$ cat config.mk
export PLATFORM = sky130hd
export DESIGN_NAME = qcti_timer_unit
export DESIGN_NICKNAME = d
export VERILOG_FILES = /design/src/core/qcti_pkg.sv /design/src/core/qcti_timer_unit.sv /design/src/core/qcti_phase_decode.sv
export VERILOG_INCLUDE_DIRS = /design/src /design/src/core
export SDC_FILE = /design/constraint.sdc
export NUM_CORES = 2
export LEC_CHECK = 0
export BUFFER_PORTS_ARGS = -buffer_cell sky130_fd_sc_hd__buf_2
export CAP_MARGIN = 20
export CORE_MARGIN = 10
export CORE_UTILIZATION = 45
export CTS_BUF_LIST = sky130_fd_sc_hd__clkbuf_8 sky130_fd_sc_hd__clkbuf_16
export DETAILED_ROUTE_END_ITERATION = 6
export GPL_TIMING_DRIVEN = 0
export PLACE_DENSITY = 0.66
export SYNTH_ARGS = -nofsm -noshare
export SYNTH_HDL_FRONTEND = slang
export SYNTH_HIERARCHICAL = 1
export SYNTH_SLANG_ARGS = --single-unit
$ cat constraint.sdc
create_clock -name clk -period 4.9 [get_ports clk]
set_input_delay 1.225 -clock clk [delete_from_list [all_inputs] [get_ports clk]]
set_output_delay 1.225 -clock clk [all_outputs]
set_load 0.01 [all_outputs]
$ cat src/core/qcti_defines.svh
`ifndef QCTI_DEFINES_SVH
`define QCTI_DEFINES_SVH

// Word index of each register inside a channel block of eight words
`define QCTI_IDX_CTRL 3'h0
`define QCTI_IDX_IER 3'h1
`define QCTI_IDX_STS 3'h2
`define QCTI_IDX_CNT 3'h3
`define QCTI_IDX_GRA 3'h4
`define QCTI_NUM_CH 3'h6

// Control register fields
`define QCTI_CTL_MODE 2:0
`define QCTI_CTL_PSC 4:3
`define QCTI_CTL_RUN 5
`define QCTI_CTL_CLR 8:6
`define QCTI_CTL_CAP_LSB 9
`define QCTI_CTL_BUF 13
`define QCTI_CTL_LINK 14

// Status and enable bit positions
`define QCTI_ST_A 0
`define QCTI_ST_OVF 4
`define QCTI_ST_UNF 5
`define QCTI_ST_DIR 7

// Reset values
`define QCTI_CNT_RST 16'h0000
`define QCTI_GR_RST 16'hFFFF
`define QCTI_CTRL_RST 15'h0000
`define QCTI_FLAG_RST 6'h00

// Sources that exist per channel kind
`define QCTI_SRC_MASK4 6'h1F
`define QCTI_SRC_MASK2 6'h33

// Clear select and prescaler terminal counts
`define QCTI_CLR_NONE 3'h0
`define QCTI_CLR_MAX 3'h4
`define QCTI_PSC_DIV4 6'h03
`define QCTI_PSC_DIV16 6'h0F
`define QCTI_PSC_DIV64 6'h3F
`define QCTI_TOP_NONE 3'h7

`endif

$ cat src/core/qcti_pkg.sv
package qcti_pkg;

  // Counting modes held in the control register mode field
  typedef enum logic [2:0]
  {
    QCTI_MODE_NORMAL,
    QCTI_MODE_PH1,
    QCTI_MODE_PH2,
    QCTI_MODE_PH3,
    QCTI_MODE_PH4
  } qcti_mode_t;

  // Whole state of the timer unit
  typedef struct packed {
    logic [5:0][15:0] cnt;
    logic [5:0][3:0][15:0] gr;
    logic [5:0][14:0] ctrl;
    logic [5:0][5:0] ier;
    logic [5:0][5:0] sts;
    logic [5:0][5:0] rd_one;
    logic [5:0] dir;
    logic [3:0] sync1;
    logic [3:0] sync2;
    logic [3:0] prev;
    logic [5:0] div;
    logic waitrequest;
    logic [31:0] readdata;
    logic [5:0][5:0] irq;
    logic [5:0] dma_req;
    logic [5:0] irq_any;
    logic [5:0][2:0] top;
  } qcti_state_t;

endpackage

$ cat src/core/qcti_timer_unit.sv
// How it works
// [RULE_01] Mode 3: up on A falling with B high, down on B falling with A high.
// [RULE_02] Mode 4: counts only on B edges, direction from A level.
// [RULE_03] Channels 1 and 5 use pins a/b; channels 2 and 4 use pins c/d.
// [RULE_04] Encoder channels also offer phase mode 1 on their pin pair.
// [RULE_05] A compare match on a chosen general register clears the counter.
// [RULE_06] Register B capture may follow the coupled channel's count clock.
// [RULE_07] Encoder registers A/B capture on coupled compare matches A/C.
// [RULE_08] Match, overflow and underflow sources each own a flag and enable.
// [RULE_09] Events set flags regardless of enable; request is flag and enable.
// [RULE_10] A request holds until its flag is cleared, then withdraws.
// [RULE_11] Priority among sources of a channel is fixed A,B,C,D,ovf,unf.
// [RULE_12] Channels 0 and 3 own A-D and overflow; others A,B, ovf, unf.
// [RULE_13] Only the register A source can request a DMA transfer.
// [RULE_14] Request outputs are ordered by channel; a second unit mirrors.
// [RULE_15] Reduced variant drops input capture on channels 4 and 5.
// [RULE_16] Phase modes exist only on channels 1, 2, 4, 5, ignoring prescaler.
// [RULE_17] Up wrap sets overflow, down wrap sets underflow.
// [RULE_18] A read-only direction flag shows the last count direction.
// [RULE_19] Software clears a flag by reading 1 then writing 0; DMA auto-clears.
// [RULE_20] Phase pins are synchronised and edge detected on the clock.
// [RULE_21] Edges on both phases in one cycle leave the counter alone.
//
// Added by the designer: the address map and the Avalon-MM slave port.
`timescale 1ns/10ps
`include "qcti_defines.svh"
module qcti_timer_unit
  import qcti_pkg::*;
#(
  parameter bit REDUCED = 1'b0
)
(
  // Clock and reset
  input wire logic clk,
  input wire logic rstn,
  // Avalon-MM slave
  input wire logic [7:0] address,
  input wire logic read,
  input wire logic write,
  input wire logic [3:0] byteenable,
  input wire logic [31:0] writedata,
  output logic [31:0] readdata,
  output logic waitrequest,
  // Encoder phase pins
  input wire logic ext_clock_pin_a,
  input wire logic ext_clock_pin_b,
  input wire logic ext_clock_pin_c,
  input wire logic ext_clock_pin_d,
  // DMA controller
  input wire logic [5:0] dma_ack,
  output logic [5:0] dma_req,
  // Interrupt requests, bit n belongs to channel n; irq_top_src holds bits 3n to 3n+2 for channel n
  output logic [5:0] irq_reg_a,
  output logic [5:0] irq_reg_b,
  output logic [5:0] irq_reg_c,
  output logic [5:0] irq_reg_d,
  output logic [5:0] irq_overflow,
  output logic [5:0] irq_underflow,
  output logic [5:0] irq_any,
  output logic [17:0] irq_top_src
);

  qcti_state_t r;
  qcti_state_t n;
  logic [5:0] ph_up;
  logic [5:0] ph_dn;
  logic [5:0] up;
  logic [5:0] dn;
  logic [5:0][3:0] match;
  logic [5:0][3:0] cap;
  logic wr_go;
  logic rd_go;
  logic [2:0] bsel;
  logic [2:0] bidx;
  logic [31:0] rv;

  // Channel has general registers C and D
  function automatic logic four_reg(input int c);
    return (c == 0) || (c == 3);
  endfunction

  // Sources present on a channel
  function automatic logic [5:0] src_mask(input int c);
    return four_reg(c) ? `QCTI_SRC_MASK4 : `QCTI_SRC_MASK2; // [RULE_12]
  endfunction

  // Byte lane merge of a 16-bit register
  function automatic logic [15:0] merge16(input logic [15:0] old,
    input logic [31:0] wd, input logic [3:0] be);
    return {be[1] ? wd[15:8] : old[15:8], be[0] ? wd[7:0] : old[7:0]};
  endfunction

  // Internal count enable from the shared divider
  function automatic logic psc_tick(input logic [1:0] sel,
    input logic [5:0] div);
    logic t;
    t = 1'b1;
    unique case (sel)
      2'h0: t = 1'b1;
      2'h1: t = div[1:0] == `QCTI_PSC_DIV4;
      2'h2: t = div[3:0] == `QCTI_PSC_DIV16;
      2'h3: t = div == `QCTI_PSC_DIV64;
    endcase
    return t;
  endfunction

  // Highest pending source inside one channel
  function automatic logic [2:0] prio(input logic [5:0] req);
    logic [2:0] s;
    s = `QCTI_TOP_NONE;
    for (int i = 5; i >= 0; i--)
      if (req[i])
        s = 3'(i); // [RULE_11]
    return s;
  endfunction

  // One phase decoder per channel on its own pin pair
  for (genvar g = 0; g < 6; g++)
  begin : g_dec
    localparam int PA = (g == 2 || g == 4) ? 2 : 0; // [RULE_03]
    qcti_phase_decode u_dec (
      .mode(qcti_mode_t'(r.ctrl[g][`QCTI_CTL_MODE])),
      .a(r.sync2[PA]),
      .b(r.sync2[PA + 1]),
      .a_prev(r.prev[PA]),
      .b_prev(r.prev[PA + 1]),
      .up(ph_up[g]),
      .dn(ph_dn[g])
    );
  end

  // Register select and accepted bus cycles, kept out of the state logic
  assign bsel = address[7:5];
  assign bidx = address[4:2];
  assign wr_go = write && !r.waitrequest;
  assign rd_go = read && !r.waitrequest;

  // Read data mux for the addressed register
  always_comb
  begin
    rv = 32'h0000_0000;
    if (bsel < `QCTI_NUM_CH)
    begin
      unique case (bidx)
        `QCTI_IDX_CTRL: rv = {17'h0_0000, r.ctrl[bsel]};
        `QCTI_IDX_IER: rv = {26'h000_0000, r.ier[bsel]};
        `QCTI_IDX_STS: rv = {24'h00_0000, r.dir[bsel], 1'b0,
          r.sts[bsel]}; // [RULE_18]
        `QCTI_IDX_CNT: rv = {16'h0000, r.cnt[bsel]};
        default:
          if (bidx[1] == 1'b0 || four_reg(int'(bsel)))
            rv = {16'h0000, r.gr[bsel][bidx[1:0]]};
      endcase
    end
  end

  // Next state of the whole unit
  always_comb
  begin
    int p;
    logic run;
    logic phase;
    logic clear;
    logic [2:0] cs;
    logic [3:0] mc;
    logic [5:0] ev;
    logic [5:0] clr;
    logic [15:0] w;
    p = 0;
    run = 1'b0;
    phase = 1'b0;
    clear = 1'b0;
    cs = `QCTI_CLR_NONE;
    mc = 4'h0;
    ev = 6'h00;
    clr = 6'h00;
    w = 16'h0000;
    n = r;
    up = 6'h00;
    dn = 6'h00;
    match = '0;
    cap = '0;
    n.div = r.div + 6'h01;
    // Two-stage pin synchroniser and previous sample
    n.sync1 = {ext_clock_pin_d, ext_clock_pin_c, ext_clock_pin_b,
      ext_clock_pin_a}; // [RULE_20]
    n.sync2 = r.sync1;
    n.prev = r.sync2;
    // Count steps and compare matches
    for (int c = 0; c < 6; c++)
    begin
      run = r.ctrl[c][`QCTI_CTL_RUN];
      phase = r.ctrl[c][`QCTI_CTL_MODE] != QCTI_MODE_NORMAL;
      up[c] = run && (phase ? ph_up[c]
        : psc_tick(r.ctrl[c][`QCTI_CTL_PSC], r.div)); // [RULE_16]
      dn[c] = run && phase && ph_dn[c];
      for (int k = 0; k < 4; k++)
        match[c][k] = (up[c] || dn[c]) && r.cnt[c] == r.gr[c][k]
          && !r.ctrl[c][`QCTI_CTL_CAP_LSB + k]
          && (k < 2 || four_reg(c));
    end
    // Capture triggers from the coupled channel
    for (int c = 0; c < 6; c++)
    begin
      p = four_reg(c) ? c + 1 : c - 1;
      if (r.ctrl[c][`QCTI_CTL_LINK] && !(REDUCED && c >= 4)) // [RULE_15]
      begin
        if (four_reg(c))
          cap[c][1] = up[p] || dn[p]; // [RULE_06]
        else if (c == 1 || c == 4)
        begin
          cap[c][0] = match[p][0]; // [RULE_07]
          cap[c][1] = match[p][2]; // [RULE_07]
        end
      end
      cap[c] = cap[c] & r.ctrl[c][`QCTI_CTL_CAP_LSB +: 4];
    end
    // Counter, capture registers and flags per channel
    for (int c = 0; c < 6; c++)
    begin
      mc = match[c] | cap[c];
      cs = r.ctrl[c][`QCTI_CTL_CLR];
      clear = cs != `QCTI_CLR_NONE && cs <= `QCTI_CLR_MAX
        && mc[cs[1:0] - 2'h1]; // [RULE_05]
      if (clear)
        n.cnt[c] = `QCTI_CNT_RST;
      else if (up[c])
        n.cnt[c] = r.cnt[c] + 16'h0001;
      else if (dn[c])
        n.cnt[c] = r.cnt[c] - 16'h0001;
      if (up[c])
        n.dir[c] = 1'b1; // [RULE_18]
      else if (dn[c])
        n.dir[c] = 1'b0;
      for (int k = 0; k < 4; k++)
        if (cap[c][k])
          n.gr[c][k] = r.cnt[c];
      if (cap[c][1] && four_reg(c) && r.ctrl[c][`QCTI_CTL_BUF])
        n.gr[c][3] = r.gr[c][1]; // [RULE_06]
      ev = {dn[c] && !clear && r.cnt[c] == 16'h0000,
        up[c] && !clear && r.cnt[c] == 16'hFFFF, mc}; // [RULE_17]
      ev = ev & src_mask(c); // [RULE_08]
      // Software writes
      clr = 6'h00;
      if (wr_go && bsel == 3'(c))
      begin
        unique case (bidx)
          `QCTI_IDX_CTRL:
          begin
            w = merge16({1'b0, r.ctrl[c]}, writedata, byteenable);
            if (w[2:0] > 3'(QCTI_MODE_PH4)
                || (four_reg(c) && w[2:0] != 3'(QCTI_MODE_NORMAL)))
              w[2:0] = 3'(QCTI_MODE_NORMAL); // [RULE_16]
            n.ctrl[c] = w[14:0];
          end
          `QCTI_IDX_IER:
            if (byteenable[0])
              n.ier[c] = writedata[5:0] & src_mask(c); // [RULE_08]
          `QCTI_IDX_STS:
          begin
            if (byteenable[0])
              clr = r.rd_one[c] & ~writedata[5:0]; // [RULE_19]
            n.rd_one[c] = `QCTI_FLAG_RST;
          end
          `QCTI_IDX_CNT:
            if (!clear)
              n.cnt[c] = merge16(r.cnt[c], writedata, byteenable);
          default:
            if (bidx[1] == 1'b0 || four_reg(c))
              n.gr[c][bidx[1:0]] = merge16(r.gr[c][bidx[1:0]],
                writedata, byteenable);
        endcase
      end
      if (rd_go && bsel == 3'(c) && bidx == `QCTI_IDX_STS)
        n.rd_one[c] = r.readdata[5:0]; // [RULE_19]
      if (dma_ack[c])
        clr[`QCTI_ST_A] = 1'b1; // [RULE_19]
      // Set wins over clear
      n.sts[c] = (r.sts[c] & ~clr) | ev; // [RULE_09]
      n.irq[c] = n.sts[c] & n.ier[c]; // [RULE_09] [RULE_10]
      n.dma_req[c] = n.irq[c][`QCTI_ST_A]; // [RULE_13]
      n.irq_any[c] = |n.irq[c];
      n.top[c] = prio(n.irq[c]); // [RULE_11]
    end
    // Bus handshake: one wait cycle, then a single accept cycle
    if ((read || write) && r.waitrequest)
    begin
      n.waitrequest = 1'b0;
      if (read)
        n.readdata = rv;
    end
    else
      n.waitrequest = 1'b1;
  end

  // State register
  always_ff @(posedge clk or negedge rstn)
  begin
    if (!rstn)
    begin
      r <= '0;
      r.cnt <= {6{`QCTI_CNT_RST}};
      r.gr <= {24{`QCTI_GR_RST}};
      r.ctrl <= {6{`QCTI_CTRL_RST}};
      r.waitrequest <= 1'b1;
      r.top <= {6{`QCTI_TOP_NONE}};
    end
    else
      r <= n;
  end

  // Outputs straight from the state register
  assign readdata = r.readdata;
  assign waitrequest = r.waitrequest;
  assign dma_req = r.dma_req;
  assign irq_any = r.irq_any;
  for (genvar g = 0; g < 6; g++)
  begin : g_out
    assign irq_reg_a[g] = r.irq[g][0]; // [RULE_14]
    assign irq_reg_b[g] = r.irq[g][1];
    assign irq_reg_c[g] = r.irq[g][2];
    assign irq_reg_d[g] = r.irq[g][3];
    assign irq_overflow[g] = r.irq[g][`QCTI_ST_OVF];
    assign irq_underflow[g] = r.irq[g][`QCTI_ST_UNF];
    assign irq_top_src[3 * g +: 3] = r.top[g];
  end

endmodule

$ cat src/core/qcti_phase_decode.sv
`timescale 1ns/10ps
module qcti_phase_decode
  import qcti_pkg::*;
(
  // Mode
  input wire qcti_mode_t mode,
  // Phase levels now and one cycle earlier
  input wire logic a,
  input wire logic b,
  input wire logic a_prev,
  input wire logic b_prev,
  // Count steps
  output logic up,
  output logic dn
);

  logic ar;
  logic af;
  logic br;
  logic bf;
  logic both;

  // Edge detection in the clock domain
  assign ar = a & ~a_prev;
  assign af = ~a & a_prev;
  assign br = b & ~b_prev;
  assign bf = ~b & b_prev;
  assign both = (a ^ a_prev) & (b ^ b_prev);

  // Count conditions per mode; simultaneous edges count nothing
  always_comb
  begin
    up = 1'b0;
    dn = 1'b0;
    if (!both) // [RULE_21]
    begin
      unique case (mode)
        QCTI_MODE_NORMAL:
        begin
          up = 1'b0;
          dn = 1'b0;
        end
        QCTI_MODE_PH1:
        begin
          up = (a & br) | (~a & bf) | (ar & ~b) | (af & b); // [RULE_04]
          dn = (a & bf) | (~a & br) | (ar & b) | (af & ~b); // [RULE_04]
        end
        QCTI_MODE_PH2:
        begin
          up = af & b;
          dn = af & ~b;
        end
        QCTI_MODE_PH3:
        begin
          up = af & b; // [RULE_01]
          dn = bf & a; // [RULE_01]
        end
        QCTI_MODE_PH4:
        begin
          up = (a & br) | (~a & bf); // [RULE_02]
          dn = (a & bf) | (~a & br); // [RULE_02]
        end
        default:
        begin
          up = 1'b0;
          dn = 1'b0;
        end
      endcase
    end
  end

endmodule

==> results.tsv <==
stage	metric	value	unit
outcome	status	complete, but fails checks	
outcome	violations	design-rule violations, negative setup slack	
sta	fin_tns_setup	-0.187	ns
worst_setup_path	cp-start-kind	input pin	
yosys	netlist_top_cells_area	dfstp_2 (22%), dfrtp_1 (20%), mux4_2 (10%)	
layout	fillers	9802	
power	intPower	0.0132	W
floorplanning	start_util	45.3	%
grt	antenna_found_initial	9	
clock_tree	cts-root-buf	clkbuf_16	
sta	maxSlewViolCount	0	
drt	antenna_left	0	
layout	area_growth	13.8	%
yosys	syn_area_per_cell	9.80	µm²
yosys	synth_xor_area_share	5.06	%
yosys	synth.area.mux_share	17.8	%
clock_tree	clk_pin_slew	0.06	ns
yosys	synth_common_cells	nand2_1 (556), nor2_1 (450), dfstp_2 (403)	
power	powerDensity	379	nW/µm²
layout	fin_cells	6610	
yosys	synth_most_common_cell	nand2_1	
floorplanning	die_h	345	µm
clock_tree	cts_buffer_depth	3	
grt	grt-ovfl-total	0	
clock_tree	cts_buffers	91	
yosys	synth_seq_cells	779	
worst_hold_path	hold_path_class	reg2reg	
sta	max_freq	0.200	GHz
clock_tree	cts_tree	yes	
worst_setup_path	startpoint	address[2]	
power	ir_drop	0.293	mV
layout	seq_area	20000	µm²
yosys	synth-simple-area-share	14.8	%
yosys	synth.largest_area_cell	dfstp_2	
sta	final-hold-violation-count	0	
worst_setup_path	slowest_stage	clkdlybuf4s15_1	
placed_design	dp_cells	6423	
drt	vias	44272	
sta	rsz0062_at_grt	false	
yosys	synth_edf_count	0	
yosys	ys_seq_area_share	42.0	%
layout	layout.nets	5237	
floorplanning	io_pins	157	
layout	drive_gt1_share	24.5	%
worst_setup_path	crit_buf_inv	5	
yosys	synth_flop_cell	dfstp_2	
layout	multi_input_area	24700	µm²
sta	period_share	102	%
floorplanning	row_count	119	
clock_tree	htree_levels	3	
sta	skew	0.0354	ns
drt	drc_errors	22	
worst_setup_path	worst_setup_path_end_kind	flop	
clock_tree	clk_latency	0.72	ns
yosys	synth_top_family_by_area	multiplexers	
yosys	synth_compound_area_share	12.9	%
worst_hold_path	hp-start	n[110]	
sta	finalSetupViolCount	4	
drt	viasPerCell	6.70	
worst_setup_path	worstPathCellList	buf_2, clkbuf_1, buf_1, clkbuf_1, clkdlybuf4s15_1, o31ai_1, o21ai_0, o21ai_0, a21oi_1, o21ai_0	
worst_setup_path	path_max_fanout	10	
sta	setup_ws	-0.0920	ns
drt	wirelength	248	mm
sta	period_needed	4.99	ns
power	seqPwrFrac	39.4	%
yosys	ys_types	93	
worst_setup_path	r2r-start	r[293]	
grt	grt_pass1_vias	41309	
placed_design	dp_hpwl	194	mm
yosys	yosysWarnings	6	
grt	grtUsageTotal	40.1	%
floorplanning	die_x	345	µm
power	p_comb_share	24.5	%
worst_setup_path	crit_top_cell	o21ai_0	
grt	grt_pass1_wl	337	mm
yosys	ys_async_sr_fraction	100	%
placed_design	gp_congestion	1.08	
drt	drtPass1Iterations	7	
yosys	synth_fa_ha_area_share	1.18	%
power	p_leak	22.3	nW
worst_setup_path	reg2reg_slack	-0.03	ns
worst_setup_path	cp_data_required_time	5.46	ns
floorplanning	core	105000	µm²
yosys	synth_cells	4860	
floorplanning	dieArea	119000	µm²
run	cap_violations	0	
drt	drt-initial-drc-count	6869	
power	p_clk_share	36.1	%
sta	slew_headroom	13.5	%
sta	worstMarginPinSlew	1.30	ns
yosys	yosys.area.top_type_share	22.2	%
clock_tree	hold_buffers	0	
placed_design	port_buffers	115	
grt	grt_max_degree	108	
power	swShare	35.9	%
worst_setup_path	arrival	5.55	ns
clock_tree	cts_sinks	779	
worst_setup_path	crit_type	in2reg	
power	p_sw	0.00738	W
drt	drt-wirelength-per-cell	37.5	µm
worst_setup_path	cp_top_family	buffers and inverters	
yosys	syn_area	47600	µm²
worst_setup_path	cpPeakStageDelay	0.95	ns
==> per-stage QoR <==
| stage | power (W) | hold slack [ns] | instance area (µm²) | util, % | setup WS, ns |
|---|---|---|---|---|---|
| after global placement | 0.0128 | 0.332 | 50000 | 47.5 | -14.47 |
| final | 0.0206 | 0.346 | 54200 | 51.5 | -0.0920 |
| after floorplan | 0.0105 | 0.331 | 47700 | - | 1.14 |
| after detailed placement | 0.0129 | 0.335 | 50800 | 48.3 | -1.14 |
| after global routing | 0.0209 | 0.351 | 54100 | 51.5 | 0.00170 |
| after CTS | 0.0202 | 0.348 | 54000 | 51.4 | 0.00443 |
==> sequential cells by signal, summed over array words and instances (netlist names) <==
signal and count:
r 694, irq_reg_c 6, n 8, dma_req 5, readdata 16, waitrequest 1
irq_overflow 6, irq_reg_d 6, irq_top_src 18, irq_reg_b 6, irq_underflow 6, irq_reg_a 1
irq_any 6
==> cells by family (layout without fill, tap and decap cells) <==
kind of cell,count (synthesis),after routing
xor gates and xnor gates,275,275
buffers and inverters,679,1012
adders and majority gates,45,45
and+or+nand+nor,1545,1545
muxes,565,565
other,1,27
DFF,779,779
AOI/OAI and AO/OA,971,971
==> layout make-up <==
type / count / area share, %
multi-input combinational: 3417 / 45.7
antenna: 11 / 0.0508
tap: 1391 / 3.21
sequential: 779 / 36.9
clock buffer: 110 / 4.71
inverter: 110 / 0.762
clock inverter: 57 / 1.18
buffer: 566 / 4.78
timing repair buffer: 169 / 2.72
==> routing by layer <==
layer | wire length, µm | vias to the layer above | GRT usage [%]
met4 | 21500 | 4 | 28.8
met3 | 31600 | 771 | 13.7
li1 | - | 17771 | -
met2 | 102000 | 3431 | 56.1
met1 | 93300 | 22295 | 51.2
met5 | 25 | - | 0
==> worst reg2reg max path: cells and delay by family, from the launching register on <==
kind / cells / cell delay, ns
DFF: 1 / 0.72
and+or+nand+nor: 3 / 1.19
AOI/OAI and AO/OA: 6 / 2.26
buffers and inverters: 1 / 0.58
==> path summary, 6_finish.rpt <==
kind,end,cells past startpoint
max,readdata[0],10
min,n[106],0
max reg2reg,r[773],10
min reg2reg,n[106],0
max in group asynchronous,r[702],5
min in group asynchronous,irq_underflow[0],1
==> timing repair <==
action / CTS / global route
buffers inserted: 0 / 3
pin swaps: 0 / 1
gates resized for setup: 15 / 12
endpoints found under the setup margin: 35 / 21
==> power by group through the flow <==
stage / clock [W] / sequential, W / combinational [W]
3_3_place_gp: 0 / 0.00812 / 0.00465
6_report: 0.00742 / 0.00810 / 0.00503
4_1_cts: 0.00741 / 0.00803 / 0.00477
3_5_place_dp: 0 / 0.00813 / 0.00474
2_1_floorplan: 0 / 0.00763 / 0.00285
5_1_grt: 0.00766 / 0.00810 / 0.00519
==> placed cells by master, fill, tap and decap left out, types with 14 or more instances in the layout <==
cell       synthesis  layout
a21oi_1          285     284
xnor2_1          114     114
o22ai_1           24      24
o31ai_1           31      28
xor2_1           161     161
buf_16             0      16
nand3_1           94      94
a31oi_1          112     112
dfrtp_1          376     374
nor3_1            94      93
buf_2             34     155
o21ai_0          246     244
buf_8              0      23
buf_1             43      34
a21o_1            16      16
mux2_2           140     140
a221oi_1          38      38
nor2_1           450     447
clkbuf_8           0      18
mux2i_1          214     214
inv_1            108     121
or4_1             16      16
nand4_1           43      43
ha_1              45      45
clkbuf_1         392     384
a22oi_1           25      25
o31a_1            14      14
clkbuf_16          0      92
nor2b_1           26      26
or3_1             41      41
and2_1            50      50
dfstp_2          403     403
mux4_2           211     211
nand2_1          556     556
conb_1             1      16
nor4_1            59      59
nand2b_1          29      29
a22o_1            26      26
buf_4            100     107
and3_1            36      36
No activity file was read; power rests on OpenSTA's default activity.
